===== src/rtcv_pkg.sv =====
`default_nettype none
package rtcv_pkg;
    // timing
    localparam int unsigned CLK_HZ = 10_000_000;
    localparam int unsigned HALF_SEC_MS = 500;
    localparam int unsigned HALF_SEC_CYCLES_DEF = CLK_HZ / 1000 * HALF_SEC_MS;

    // register byte offsets
    localparam logic [7:0] OFS_CTRL = 8'h00;
    localparam logic [7:0] OFS_ALARM_CTRL = 8'h04;
    localparam logic [7:0] OFS_TIME_WIN = 8'h08;
    localparam logic [7:0] OFS_ALARM_WIN = 8'h0c;

    // control field positions
    localparam int unsigned CTRL_COUNT_EN_BIT = 15;
    localparam int unsigned CTRL_WREN_BIT = 13;
    localparam int unsigned CTRL_HALF_BIT = 11;
    localparam int unsigned PTR_LSB = 8;

    // control reset values
    localparam logic CTRL_COUNT_EN_RST = 1'b0;
    localparam logic CTRL_WREN_RST = 1'b0;
    localparam logic CTRL_HALF_RST = 1'b0;
    localparam logic [1:0] PTR_RST = 2'h0;

    // window pointer selections
    localparam logic [1:0] SEL_MIN_SEC = 2'h0;
    localparam logic [1:0] SEL_WDHR = 2'h1;
    localparam logic [1:0] SEL_MDAY = 2'h2;
    localparam logic [1:0] SEL_YEAR = 2'h3;

    // implemented bits of each value register
    localparam logic [15:0] MASK_YEAR = 16'h00ff;
    localparam logic [15:0] MASK_MDAY = 16'h1f3f;
    localparam logic [15:0] MASK_WDHR = 16'h073f;
    localparam logic [15:0] MASK_MIN_SEC = 16'h7f7f;

    // bcd ranges
    localparam logic [7:0] BCD_ZERO = 8'h00;
    localparam logic [7:0] BCD_ONE = 8'h01;
    localparam logic [7:0] BCD_SEC_MAX = 8'h59;
    localparam logic [7:0] BCD_HOUR_MAX = 8'h23;
    localparam logic [7:0] BCD_WEEKDAY_DIGIT_MAX = 8'h06;
    localparam logic [7:0] BCD_MONTH_MAX = 8'h12;
    localparam logic [7:0] BCD_YEAR_MAX = 8'h99;
    localparam logic [7:0] BCD_FEB = 8'h02;
    localparam logic [7:0] BCD_DAY_28 = 8'h28;
    localparam logic [7:0] BCD_DAY_29 = 8'h29;
    localparam logic [7:0] BCD_DAY_30 = 8'h30;
    localparam logic [7:0] BCD_DAY_31 = 8'h31;
endpackage : rtcv_pkg
`default_nettype wire


===== src/rtcv_bcd_step.sv =====
`default_nettype none
module rtcv_bcd_step (
    // current two-digit value and range
    input wire logic [7:0] val_i,
    input wire logic [7:0] lo_i,
    input wire logic [7:0] hi_i,
    input wire logic inc_i,
    // stepped value
    output logic [7:0] nxt_o,
    output logic wrap_o
);
    always_comb begin
        nxt_o = val_i;
        wrap_o = 1'b0;
        if (inc_i) begin
            // out-of-range values still step; they reach a wrap once in range
            if (val_i == hi_i) begin
                nxt_o = lo_i;
                wrap_o = 1'b1;
            end else if (val_i[3:0] >= 4'h9) begin
                nxt_o = {val_i[7:4] + 4'h1, 4'h0};
            end else begin
                nxt_o = {val_i[7:4], val_i[3:0] + 4'h1};
            end
        end
    end
endmodule : rtcv_bcd_step
`default_nettype wire


===== src/rtcv_value_regs.sv =====
// Contract
// [RL1] year holds tens digit in bits 7-4, ones digit in bits 3-0, bcd
// [RL2] unimplemented value bits read zero, whole year upper byte included
// [RL3] year write accepted only while value_write_enable is 1
// [RL4] month tens bit at 12, month ones digit bits 11-8, bcd
// [RL5] day tens digit bits 5-4, day ones digit bits 3-0, bcd
// [RL6] month-day and weekday-hour writes, time and alarm, need value_write_enable
// [RL7] weekday digit sits in bits 10-8, values 0 to 6
// [RL8] hour tens digit bits 5-4, hour ones digit bits 3-0, bcd
// [RL9] minute tens digit bits 14-12, minute ones digit bits 11-8, bcd
// [RL10] second tens bits 6-4, ones bits 3-0; bit 7 unimplemented
// [RL11] alarm set mirrors month-day, weekday-hour, minute-second; no alarm year
// [RL12] digit fields are not touched by reset
// [RL13] enabled time counts in bcd, carries seconds up through year
// [RL14] time pointer decrements per upper-byte access until 00
// [RL15] alarm pointer decrements per upper-byte access until 00
// [RL16] value_write_enable at control bit 13 locks time window writes
// [RL17] write to seconds byte clears half_second_status; here a half tick in the same cycle toggles it instead
`default_nettype none
module rtcv_value_regs #(
    parameter int unsigned HALF_SEC_CYCLES = rtcv_pkg::HALF_SEC_CYCLES_DEF,
    parameter int unsigned TICK_W = 23
) (
    // clock and reset
    input wire logic clk_i,
    input wire logic rst_i,
    // wishbone classic slave
    input wire logic cyc_i,
    input wire logic stb_i,
    input wire logic we_i,
    input wire logic [7:0] adr_i,
    input wire logic [3:0] sel_i,
    input wire logic [31:0] dat_i,
    output logic [31:0] dat_o,
    output logic ack_o,
    // clock unit side
    output logic value_write_enable_o,
    output logic [1:0] time_window_pointer_o,
    output logic [1:0] alarm_window_pointer_o,
    output logic half_second_status_o
);
    import rtcv_pkg::*;

    if (HALF_SEC_CYCLES < 2 || HALF_SEC_CYCLES > (2 ** TICK_W)) begin : g_chk
        $error("half second count does not fit the tick counter");
    end

    typedef struct packed {
        logic ack;
        logic [31:0] rdat;
        logic wren;
        logic cnt_en;
        logic half;
        logic [1:0] tptr;
        logic [1:0] aptr;
        logic [TICK_W-1:0] tick;
        logic [15:0] year;
        logic [15:0] mday;
        logic [15:0] wdhr;
        logic [15:0] min_sec;
        logic [15:0] amday;
        logic [15:0] awdhr;
        logic [15:0] aminsec;
    } rtcv_state_s;

    rtcv_state_s st_ff;
    rtcv_state_s nxt_st;

    logic req;
    logic acc;
    logic wr;
    logic rd;
    logic hit_twin;
    logic hit_awin;
    logic half_tick;
    logic sec_inc;
    logic [7:0] sec_n;
    logic [7:0] min_n;
    logic [7:0] hr_n;
    logic [7:0] wd_n;
    logic [7:0] dy_n;
    logic [7:0] mo_n;
    logic [7:0] yr_n;
    logic sec_w;
    logic min_w;
    logic hr_w;
    logic dy_w;
    logic mo_w;
    logic leap;
    logic [7:0] day_max;
    logic [15:0] time_rd;
    logic [15:0] alarm_rd;

    function automatic logic [15:0] merge16(input logic [15:0] old, input logic [31:0] d,
                                            input logic [3:0] sel, input logic [15:0] mask);
        logic [15:0] m;
        m[15:8] = sel[1] ? d[15:8] : old[15:8];
        m[7:0] = sel[0] ? d[7:0] : old[7:0];
        return m & mask;
    endfunction : merge16

    // a new request is taken only when no answer is pending
    assign req = cyc_i & stb_i;
    assign acc = req & ~st_ff.ack;
    assign wr = acc & we_i;
    assign rd = acc & ~we_i;
    assign hit_twin = adr_i == OFS_TIME_WIN;
    assign hit_awin = adr_i == OFS_ALARM_WIN;
    assign half_tick = st_ff.cnt_en & (st_ff.tick == TICK_W'(HALF_SEC_CYCLES - 1));
    assign sec_inc = half_tick & st_ff.half;

    // leap year when the bcd year is a multiple of four
    assign leap = st_ff.year[4] ? (st_ff.year[3:0] == 4'h2 || st_ff.year[3:0] == 4'h6)
                                : (st_ff.year[3:0] == 4'h0 || st_ff.year[3:0] == 4'h4 ||
                                   st_ff.year[3:0] == 4'h8);

    always_comb begin
        case ({3'h0, st_ff.mday[12:8]})
            BCD_FEB: day_max = leap ? BCD_DAY_29 : BCD_DAY_28;
            8'h04, 8'h06, 8'h09, 8'h11: day_max = BCD_DAY_30;
            default: day_max = BCD_DAY_31;
        endcase
    end

    // [RL13] bcd carry chain
    rtcv_bcd_step u_sec (
        .val_i({1'b0, st_ff.min_sec[6:0]}),
        .lo_i(BCD_ZERO),
        .hi_i(BCD_SEC_MAX),
        .inc_i(sec_inc),
        .nxt_o(sec_n),
        .wrap_o(sec_w)
    );
    rtcv_bcd_step u_min (
        .val_i({1'b0, st_ff.min_sec[14:8]}),
        .lo_i(BCD_ZERO),
        .hi_i(BCD_SEC_MAX),
        .inc_i(sec_w),
        .nxt_o(min_n),
        .wrap_o(min_w)
    );
    rtcv_bcd_step u_hour (
        .val_i({2'h0, st_ff.wdhr[5:0]}),
        .lo_i(BCD_ZERO),
        .hi_i(BCD_HOUR_MAX),
        .inc_i(min_w),
        .nxt_o(hr_n),
        .wrap_o(hr_w)
    );
    rtcv_bcd_step u_wkday (
        .val_i({5'h0, st_ff.wdhr[10:8]}),
        .lo_i(BCD_ZERO),
        .hi_i(BCD_WEEKDAY_DIGIT_MAX),
        .inc_i(hr_w),
        .nxt_o(wd_n),
        .wrap_o()
    );
    rtcv_bcd_step u_day (
        .val_i({2'h0, st_ff.mday[5:0]}),
        .lo_i(BCD_ONE),
        .hi_i(day_max),
        .inc_i(hr_w),
        .nxt_o(dy_n),
        .wrap_o(dy_w)
    );
    rtcv_bcd_step u_month (
        .val_i({3'h0, st_ff.mday[12:8]}),
        .lo_i(BCD_ONE),
        .hi_i(BCD_MONTH_MAX),
        .inc_i(dy_w),
        .nxt_o(mo_n),
        .wrap_o(mo_w)
    );
    rtcv_bcd_step u_year (
        .val_i(st_ff.year[7:0]),
        .lo_i(BCD_ZERO),
        .hi_i(BCD_YEAR_MAX),
        .inc_i(mo_w),
        .nxt_o(yr_n),
        .wrap_o()
    );

    // [RL1] [RL2] [RL4] [RL5] [RL7] [RL8] [RL9] [RL10] field masks on reads
    always_comb begin
        case (st_ff.tptr)
            SEL_MIN_SEC: time_rd = st_ff.min_sec & MASK_MIN_SEC;
            SEL_WDHR: time_rd = st_ff.wdhr & MASK_WDHR;
            SEL_MDAY: time_rd = st_ff.mday & MASK_MDAY;
            default: time_rd = st_ff.year & MASK_YEAR;
        endcase
        // [RL11] alarm pointer 11 has nothing behind it
        case (st_ff.aptr)
            SEL_MIN_SEC: alarm_rd = st_ff.aminsec & MASK_MIN_SEC;
            SEL_WDHR: alarm_rd = st_ff.awdhr & MASK_WDHR;
            SEL_MDAY: alarm_rd = st_ff.amday & MASK_MDAY;
            default: alarm_rd = 16'h0000;
        endcase
    end

    always_comb begin
        nxt_st = st_ff;
        nxt_st.ack = acc;
        nxt_st.rdat = 32'h0000_0000;
        nxt_st.tick = '0;
        if (st_ff.cnt_en && !half_tick) begin
            nxt_st.tick = st_ff.tick + TICK_W'(1);
        end
        // [RL13] digits advance once per second
        if (sec_inc) begin
            nxt_st.min_sec = {1'b0, min_n[6:0], 1'b0, sec_n[6:0]};
            nxt_st.wdhr = {5'h00, wd_n[2:0], 2'h0, hr_n[5:0]};
            nxt_st.mday = {3'h0, mo_n[4:0], 2'h0, dy_n[5:0]};
            nxt_st.year = {8'h00, yr_n};
        end
        if (rd) begin
            case (adr_i)
                OFS_CTRL: begin
                    // [RL16] write enable visible at bit 13
                    nxt_st.rdat[CTRL_COUNT_EN_BIT] = st_ff.cnt_en;
                    nxt_st.rdat[CTRL_WREN_BIT] = st_ff.wren;
                    nxt_st.rdat[CTRL_HALF_BIT] = st_ff.half;
                    nxt_st.rdat[PTR_LSB+:2] = st_ff.tptr;
                end
                OFS_ALARM_CTRL: nxt_st.rdat[PTR_LSB+:2] = st_ff.aptr;
                OFS_TIME_WIN: nxt_st.rdat[15:0] = time_rd;
                OFS_ALARM_WIN: nxt_st.rdat[15:0] = alarm_rd;
                default: nxt_st.rdat = 32'h0000_0000;
            endcase
        end
        if (wr && sel_i[1]) begin
            case (adr_i)
                OFS_CTRL: begin
                    nxt_st.wren = dat_i[CTRL_WREN_BIT];
                    nxt_st.tptr = dat_i[PTR_LSB+:2];
                    // counting is only switched while writes are unlocked
                    if (st_ff.wren) begin
                        nxt_st.cnt_en = dat_i[CTRL_COUNT_EN_BIT];
                    end
                end
                OFS_ALARM_CTRL: nxt_st.aptr = dat_i[PTR_LSB+:2];
                default: nxt_st.aptr = st_ff.aptr;
            endcase
        end
        // [RL3] [RL6] [RL16] writes land only while unlocked; write beats counting
        if (wr && hit_twin && st_ff.wren) begin
            case (st_ff.tptr)
                SEL_MIN_SEC: begin
                    nxt_st.min_sec = merge16(st_ff.min_sec, dat_i, sel_i, MASK_MIN_SEC);
                    // [RL17] seconds write clears the half-second phase
                    if (sel_i[0]) begin
                        nxt_st.half = 1'b0;
                        nxt_st.tick = '0;
                    end
                end
                SEL_WDHR: nxt_st.wdhr = merge16(st_ff.wdhr, dat_i, sel_i, MASK_WDHR);
                SEL_MDAY: nxt_st.mday = merge16(st_ff.mday, dat_i, sel_i, MASK_MDAY);
                default: nxt_st.year = merge16(st_ff.year, dat_i, sel_i, MASK_YEAR);
            endcase
        end
        // [RL6] [RL11] alarm set, same lock
        if (wr && hit_awin && st_ff.wren) begin
            case (st_ff.aptr)
                SEL_MIN_SEC: nxt_st.aminsec = merge16(st_ff.aminsec, dat_i, sel_i, MASK_MIN_SEC);
                SEL_WDHR: nxt_st.awdhr = merge16(st_ff.awdhr, dat_i, sel_i, MASK_WDHR);
                SEL_MDAY: nxt_st.amday = merge16(st_ff.amday, dat_i, sel_i, MASK_MDAY);
                default: nxt_st.aminsec = st_ff.aminsec;
            endcase
        end
        // [RL14] time pointer steps down, locked or not
        if (acc && hit_twin && sel_i[1] && st_ff.tptr != 2'h0) begin
            nxt_st.tptr = st_ff.tptr - 2'h1;
        end
        // [RL15] alarm pointer steps down
        if (acc && hit_awin && sel_i[1] && st_ff.aptr != 2'h0) begin
            nxt_st.aptr = st_ff.aptr - 2'h1;
        end
        // half-second toggle wins over a clear in the same cycle
        if (half_tick) begin
            nxt_st.half = ~st_ff.half;
        end
        // [RL12] reset leaves every digit field alone
        if (rst_i) begin
            nxt_st.ack = 1'b0;
            nxt_st.rdat = 32'h0000_0000;
            nxt_st.wren = CTRL_WREN_RST;
            nxt_st.cnt_en = CTRL_COUNT_EN_RST;
            nxt_st.half = CTRL_HALF_RST;
            nxt_st.tptr = PTR_RST;
            nxt_st.aptr = PTR_RST;
            nxt_st.tick = '0;
        end
    end

    always_ff @(posedge clk_i) begin
        st_ff <= nxt_st;
    end

    assign dat_o = st_ff.rdat;
    assign ack_o = st_ff.ack;
    assign value_write_enable_o = st_ff.wren;
    assign time_window_pointer_o = st_ff.tptr;
    assign alarm_window_pointer_o = st_ff.aptr;
    assign half_second_status_o = st_ff.half;

    // [RL1] year read upper byte zero
    a_year_read_zero: assert property (@(posedge clk_i) disable iff (rst_i) // [RL1]
        (rd && hit_twin && st_ff.tptr == SEL_YEAR) |=> (dat_o[31:8] == 24'h000000))
        else $error("year read shows upper bits");

    // [RL2] minute-second unimplemented bits
    a_min_sec_holes: assert property (@(posedge clk_i) disable iff (rst_i) // [RL2]
        (rd && hit_twin && st_ff.tptr == SEL_MIN_SEC) |=> ((dat_o & 32'hffff_8080) == 32'h0))
        else $error("minute-second hole bits read nonzero");
    // [RL3] locked year write
    a_year_write_lock: assert property (@(posedge clk_i) disable iff (rst_i) // [RL3]
        (wr && hit_twin && st_ff.tptr == SEL_YEAR && !st_ff.wren && !st_ff.cnt_en)
        |=> $stable(st_ff.year))
        else $error("locked year write took effect");
    // [RL4] [RL5] month-day write lands
    a_mday_write: assert property (@(posedge clk_i) disable iff (rst_i) // [RL4] [RL5]
        (wr && hit_twin && st_ff.tptr == SEL_MDAY && st_ff.wren && sel_i[1:0] == 2'h3)
        |=> ((st_ff.mday & MASK_MDAY) == ($past(dat_i[15:0]) & MASK_MDAY)))
        else $error("month-day write lost");
    // [RL6] locked alarm write
    a_alarm_lock: assert property (@(posedge clk_i) disable iff (rst_i) // [RL6]
        (wr && hit_awin && st_ff.aptr == SEL_MDAY && !st_ff.wren) |=> $stable(st_ff.amday))
        else $error("locked alarm write took effect");
    // [RL7] [RL8] [RL11] alarm weekday-hour readback
    a_awdhr_readback: assert property (@(posedge clk_i) disable iff (rst_i) // [RL7] [RL8]
        (rd && hit_awin && st_ff.aptr == SEL_WDHR) |=> (dat_o[15:0] == (st_ff.awdhr & MASK_WDHR)))
        else $error("alarm weekday-hour read wrong");

    // [RL9] [RL10] last second of the hour rolls both fields
    a_sec_carry: assert property (@(posedge clk_i) disable iff (rst_i) // [RL9] [RL10]
        (sec_inc && st_ff.min_sec[14:0] == 15'h5959 && !wr)
        |=> (st_ff.min_sec[14:0] == 15'h0000))
        else $error("second carry wrong");

    // [RL13] one second per two half ticks
    a_half_toggle: assert property (@(posedge clk_i) disable iff (rst_i) // [RL13]
        (half_tick && !(wr && hit_twin)) |=> (half_second_status_o != $past(half_second_status_o)))
        else $error("half-second phase did not toggle");

    // [RL14] time pointer decrement
    a_tptr_dec: assert property (@(posedge clk_i) disable iff (rst_i) // [RL14]
        (acc && hit_twin && sel_i[1] && st_ff.tptr != 2'h0)
        |=> (time_window_pointer_o == $past(st_ff.tptr) - 2'h1) ##1 !ack_o)
        else $error("time pointer did not step");

    // [RL15] alarm pointer parks at 00
    a_aptr_floor: assert property (@(posedge clk_i) disable iff (rst_i) // [RL15]
        (acc && hit_awin && st_ff.aptr == 2'h0) |=> (alarm_window_pointer_o == 2'h0))
        else $error("alarm pointer left 00");

    // [RL16] enable bit readback
    a_wren_read: assert property (@(posedge clk_i) disable iff (rst_i) // [RL16]
        (rd && adr_i == OFS_CTRL) |=> (dat_o[13] == value_write_enable_o))
        else $error("write enable readback wrong");

    // [RL17] seconds write clears phase
    a_half_clear: assert property (@(posedge clk_i) disable iff (rst_i) // [RL17]
        (wr && hit_twin && st_ff.wren && st_ff.tptr == SEL_MIN_SEC && sel_i[0] && !half_tick)
        |=> !half_second_status_o)
        else $error("half-second phase not cleared");

    a_ack_single: assert property (@(posedge clk_i) disable iff (rst_i)
        ack_o |=> !ack_o)
        else $error("ack held two cycles");
endmodule : rtcv_value_regs
`default_nettype wire


===== config.mk =====
export PLATFORM = sky130hd
export DESIGN_NAME = rtcv_value_regs
export DESIGN_NICKNAME = d
export VERILOG_FILES = /design/src/rtcv_pkg.sv /design/src/rtcv_bcd_step.sv /design/src/rtcv_value_regs.sv
export SDC_FILE = /design/constraint.sdc
export NUM_CORES = 1
export LEC_CHECK = 0
export BUFFER_PORTS_ARGS = -buffer_cell sky130_fd_sc_hd__buf_2
export CAP_MARGIN = 10
export CORE_AREA = 2 2 129 131
export CTS_BUF_LIST = sky130_fd_sc_hd__clkbuf_8
export CTS_CLUSTER_SIZE = 28
export DETAILED_ROUTE_END_ITERATION = 6
export DIE_AREA = 0 0 131 133
export PLACE_DENSITY = 0.66
export SLEW_MARGIN = 5
export SYNTH_ARGS = -nofsm -noshare
export SYNTH_HDL_FRONTEND = slang
export SYNTH_SLANG_ARGS = --single-unit

===== constraint.sdc =====
create_clock -name clk_i -period 2.5 [get_ports clk_i]
set_input_delay 0.125 -clock clk_i [delete_from_list [all_inputs] [get_ports clk_i]]
set_output_delay 0.125 -clock clk_i [all_outputs]
set_load 0.05 [all_outputs]

# [Yosys cells after proc, flatten, opt, wreduce, memory -nomap -nowiden]
# Cells that the tools add are included.
[totals] register_bits=161 latch_bits=0 ramBits=0 romBits=0 inputBits=49 word_cells=201 n_memories=0
[classes] add_sub_neg=16 multipliers=0 div=0 n_lt_le_gt_ge=7 eq_ne=31 shifts=0 mux=68 bitwise=10 reduce_logical=43
[op_table] operator="one-hot mux 15 bit (3 select lines)" n=2
[op_table] operator="2-to-1 mux 87 bit" n=1
[op_table] operator="2-to-1 mux 23 bit" n=3
[op_table] operator="2-to-1 mux 16 bit" n=4
[op_table] operator="2-to-1 mux 64 bit" n=1
[op_table] operator="2-to-1 mux 7 bit" n=7
[op_table] operator="2-to-1 mux 6 bit" n=8
[op_table] operator="2-to-1 mux 8 bit" n=4
[op_table] operator="adder 4 x 1 -> 4 bit, second input constant" n=7
[op_table] operator=">= comparator 4 bit, second input constant" n=6
[op_table] operator="AND reduction 3 bit" n=8
[op_table] operator="adder 23 x 1 -> 23 bit, second input constant" n=1
[op_table] operator="equality test 23 bit, second input constant" n=1
[op_table] operator="inequality test 3 bit, second input constant" n=7
[op_table] operator="2-to-1 mux 5 bit" n=4
[op_table] operator="nonzero test 2 bit" n=9
[op_table] operator="equality test 8 x 4 -> 1 bit, second input constant" n=2
[op_table] operator="2-to-1 mux 1 bit" n=16
[op_table] operator="one-hot mux 8 bit (2 select lines)" n=1
[op_table] operator="equality test 7 bit, second input constant" n=2
[op_table] operator="logical AND 1 bit" n=12
[op_table] operator="2-to-1 mux 3 bit" n=4
[op_table] operator="equality test 5 x 3 -> 1 bit, second input constant" n=2
[op_table] operator="equality test 5 bit, second input constant" n=2
[op_table] operator="34 further kinds" n=61

# [Depth between registers and ports, before layout]
[logic_depth] ltp_word=14 mapped_depth=10 depth_no_buf=9

# [Modules after synthesis]
# From an unflattened synthesis, not the netlist that was laid out.
[unflattened] cells_unflattened=1221 area_unflattened_um2=10526.3
[modules_own_cells] mod="rtcv_value_regs" n_inst=1 cells_per_inst=717 area_per_inst_um2=6961.7 seq_area_each_um2=3223.1
[modules_own_cells] mod="rtcv_bcd_step" n_inst=7 cells_per_inst=72 area_per_inst_um2=509.2 seq_area_each_um2=0.0

# [Worst setup path before layout]
# Ideal clock, no wire load.
[synth_path] path_type="register -> register" start="register st_ff[88] (netlist bit)" end="register st_ff[100] (netlist bit) (data pin)" setup_ps=152 t_arrival_ps=2325 required_time_ps=2348 setup_slack_ps=23 stages_incl_launch_ff=11 cell_sequence="edfxtp_1 -> inv_1 -> ha_1 -> nor4b_4 -> mux2i_1 -> nor3_1 -> mux2i_1 -> or3_1 -> buf_2 -> or3_1 -> a31oi_1"
[synth_lines] item="start, declared" line="rtcv_value_regs.sv:66" rtl="rtcv_state_s st_ff;"
[synth_lines] item="start signal, assigned" line="rtcv_value_regs.sv:295" rtl="st_ff <= nxt_st;"

==> impl_metrics.toml <==
[pwr]
power.density_mw_per_mm2 = 483
ir_drop_uv = 331
power_leakage_uw = 0.00340

[cts]
root_buffer = "clkbuf_8"
clkSinkCount = 123
cts_tree = "yes"
worstSkewPairLatency_ns = 0.46
cts_max_level = 4
cts_buffers = 17
clock_path_buffers = 2
cts.clk_slew.worst_paths_ns = 0.08

[synthesis]
synth_ff_type = "edfxtp_1"
synth_seq_cells = 123
syn_area_per_cell_um2 = 9.38
synth_seq_area_share_pct = 45.5
syn-instance-count = 755
ys_types = 62
synth-async-reset-ratio_pct = 0
yosys_warnings = 0
synth_edf_count = 76
netlist_area_mm2 = 0.00708

[timing]
tightest_slew_ns = 0.621
finalClockSkew_ns = 0.0133
max_clock_freq_mhz = 406
tns_ns = 0
drv_slew = 0
hold_viol = 0
whs_ns = 0.0310
finalCritPeriodShare_pct = 98.5
rsz0062_at_grt = "yes"
slew_headroom_pct = 58.0
period_minus_slack_ns = 2.46
setup_viol = 0

[finish]
area_delta_synth_final_pct = 20.5
layout-drive-gt1-share_pct = 21.9
final_cells = 1101
fillers = 1500
fin_nets = 954
multi_input_area_mm2 = 0.00347
seqCellArea_mm2 = 0.00322

[global_route]
grt_overflow = 0
antenna_found_initial = 1
grt_usage_pct = 22.2
grt_max_degree = 23
grt_pass1_vias = 5628
grt_pass1_wl_um = 29300

[drt]
wl_per_cell_um = 17.1
drc = 2
vias_per_cell = 5.45
drt.antenna.violating_nets = 0
first_pass_iters = 7
wl_um = 18800
via_count = 6000
drt_iter0_drc = 533

[worst_setup_path]
startpoint_type = "flop"
path_class = "reg -> reg"
cp.arrival_ns = 2.77
crit_path_end_kind = "flop"
critPathMaxFanout = 7
worst_ep_required_time_ns = 2.80

[floorplan]
die_area_mm2 = 0.0174
fp-row-count = 47
start_util_pct = 43.8
fp.coreArea_mm2 = 0.0162
die_w_um = 131
io_pins = 88
chipHeight_um = 133

[placed_design]
dp_cells = 1050
place_congestion = 0.863
portBuffers = 53
hpwl_um = 13800

[status]
outcome = "finished with violations"
violations = "DRC"

[job]
drv_cap = 0

[hold_path]
hold_path.class = "in -> reg"
## state kept, by name (all words and copies together) (netlist names)
signal	flops
dat_o	16
ack_o	1
st_ff	100
half_second_status_o	1
time_window_pointer_o	2
value_write_enable_o	1
alarm_window_pointer_o	2
## where the power goes
group	switching [uW]	internal (uW)	total (uW)
clock	832	995	1830
sequential	0.430	2140	2140
combinational	117	42.4	160
## cell type report
| cell class | instances | area share [%] |
|---|---|---|
| Tap cell | 220 | 3.23 |
| Multi-Input combinational cell | 543 | 40.6 |
| Clock buffer | 18 | 2.90 |
| Inverter | 33 | 1.45 |
| Timing Repair Buffer | 150 | 12.2 |
| Clock inverter | 13 | 1.80 |
| Antenna cell | 1 | 0.0293 |
| Sequential cell | 123 | 37.8 |
## critical path, stage by stage, from the launching register on
cell and delay (ns):
edfxtp_1 0.48, ha_4 0.21, buf_4 0.14, nor2_2 0.11, o32ai_2 0.08, a31oi_1 0.22, mux2i_2 0.14, or3_4 0.41
or3_1 0.36, a31oi_1 0.16
## synth_stat cells (9+ instances only)
library cell | instances | area (um2)
a211oi_1 | 10 | 75.1
nand3_1 | 34 | 170
xor2_1 | 15 | 131
ha_1 | 37 | 463
clkbuf_1 | 28 | 105
nor3_1 | 17 | 85.1
a222oi_1 | 18 | 180
dfxtp_1 | 47 | 941
nand2b_1 | 9 | 56.3
nand2_1 | 70 | 263
a21oi_1 | 33 | 165
and3_1 | 16 | 100
edfxtp_1 | 76 | 2280
nor2_1 | 93 | 349
xnor2_1 | 10 | 87.6
buf_4 | 36 | 270
o21ai_0 | 37 | 185
inv_1 | 33 | 124
a31oi_1 | 12 | 75.1
## stage by stage
stage | worst slack, ns | area [um2] | total power, uW | util [%]
detailed placement | -0.0764 | 7860 | 2320 | 48.6
CTS | 0.00255 | 8440 | 4150 | 52.2
global route | -0.0609 | 8530 | 4260 | 52.8
finish | 0.0372 | 8530 | 4120 | 52.8
global placement | -0.0500 | 7860 | 2320 | 48.6
floorplan | 0.0229 | 7140 | 2280 | -
## layer usage
layer	wire length [um]	part of all wire (%)	global-route usage, %	vias up
met4	356	1.9	7.33	0
li1	-	-	-	2918
met2	8950	48	35.4	213
met1	8240	44	29.6	2839
met3	1240	6.6	5.38	30
met5	0	0	0	-
## cell families (layout without fill, tap and decap cells)
family | Yosys count | in the layout | synth area share [%]
XOR/XNOR | 25 | 25 | 3.09
flip-flops | 123 | 123 | 45.5
adder cells (fa/ha/maj) | 37 | 37 | 6.53
multiplexers | 11 | 11 | 1.62
AO/OA/AOI/OAI | 154 | 154 | 14.5
AND/OR/NAND/NOR | 300 | 300 | 21.2
buffers and inverters | 104 | 214 | 7.52
other | 1 | 17 | 0.0529
## placed cells by master, fill, tap and decap left out, drive strengths merged, types with 33 or more instances in the layout
| master | count |
|---|---|
| a21oi | 33 |
| buf | 133 |
| dfxtp | 47 |
| edfxtp | 76 |
| ha | 37 |
| inv | 35 |
| nand2 | 71 |
| nand3 | 34 |
| nor2 | 94 |
| o21ai | 39 |
## path summary, 6_finish.rpt
check,startpoint,endpoint,slack [ns],cells after the start
setup reg to reg,st_ff[89],st_ff[100],0.04,9
hold reg to reg,value_write_enable_o,dat_o[13],0.52,2
setup / recovery,st_ff[89],st_ff[100],0.04,9
hold / removal,dat_i[9],st_ff[9],0.03,1
## what timing repair did
item	in CTS	in global routing
resized for setup	1	19
buffers inserted	0	2
pin swaps	0	6
hold buffers	17	0
setup endpoints to repair	1	16
endpoints found under the hold margin	33	0
(Power assumes the default switching activity.)
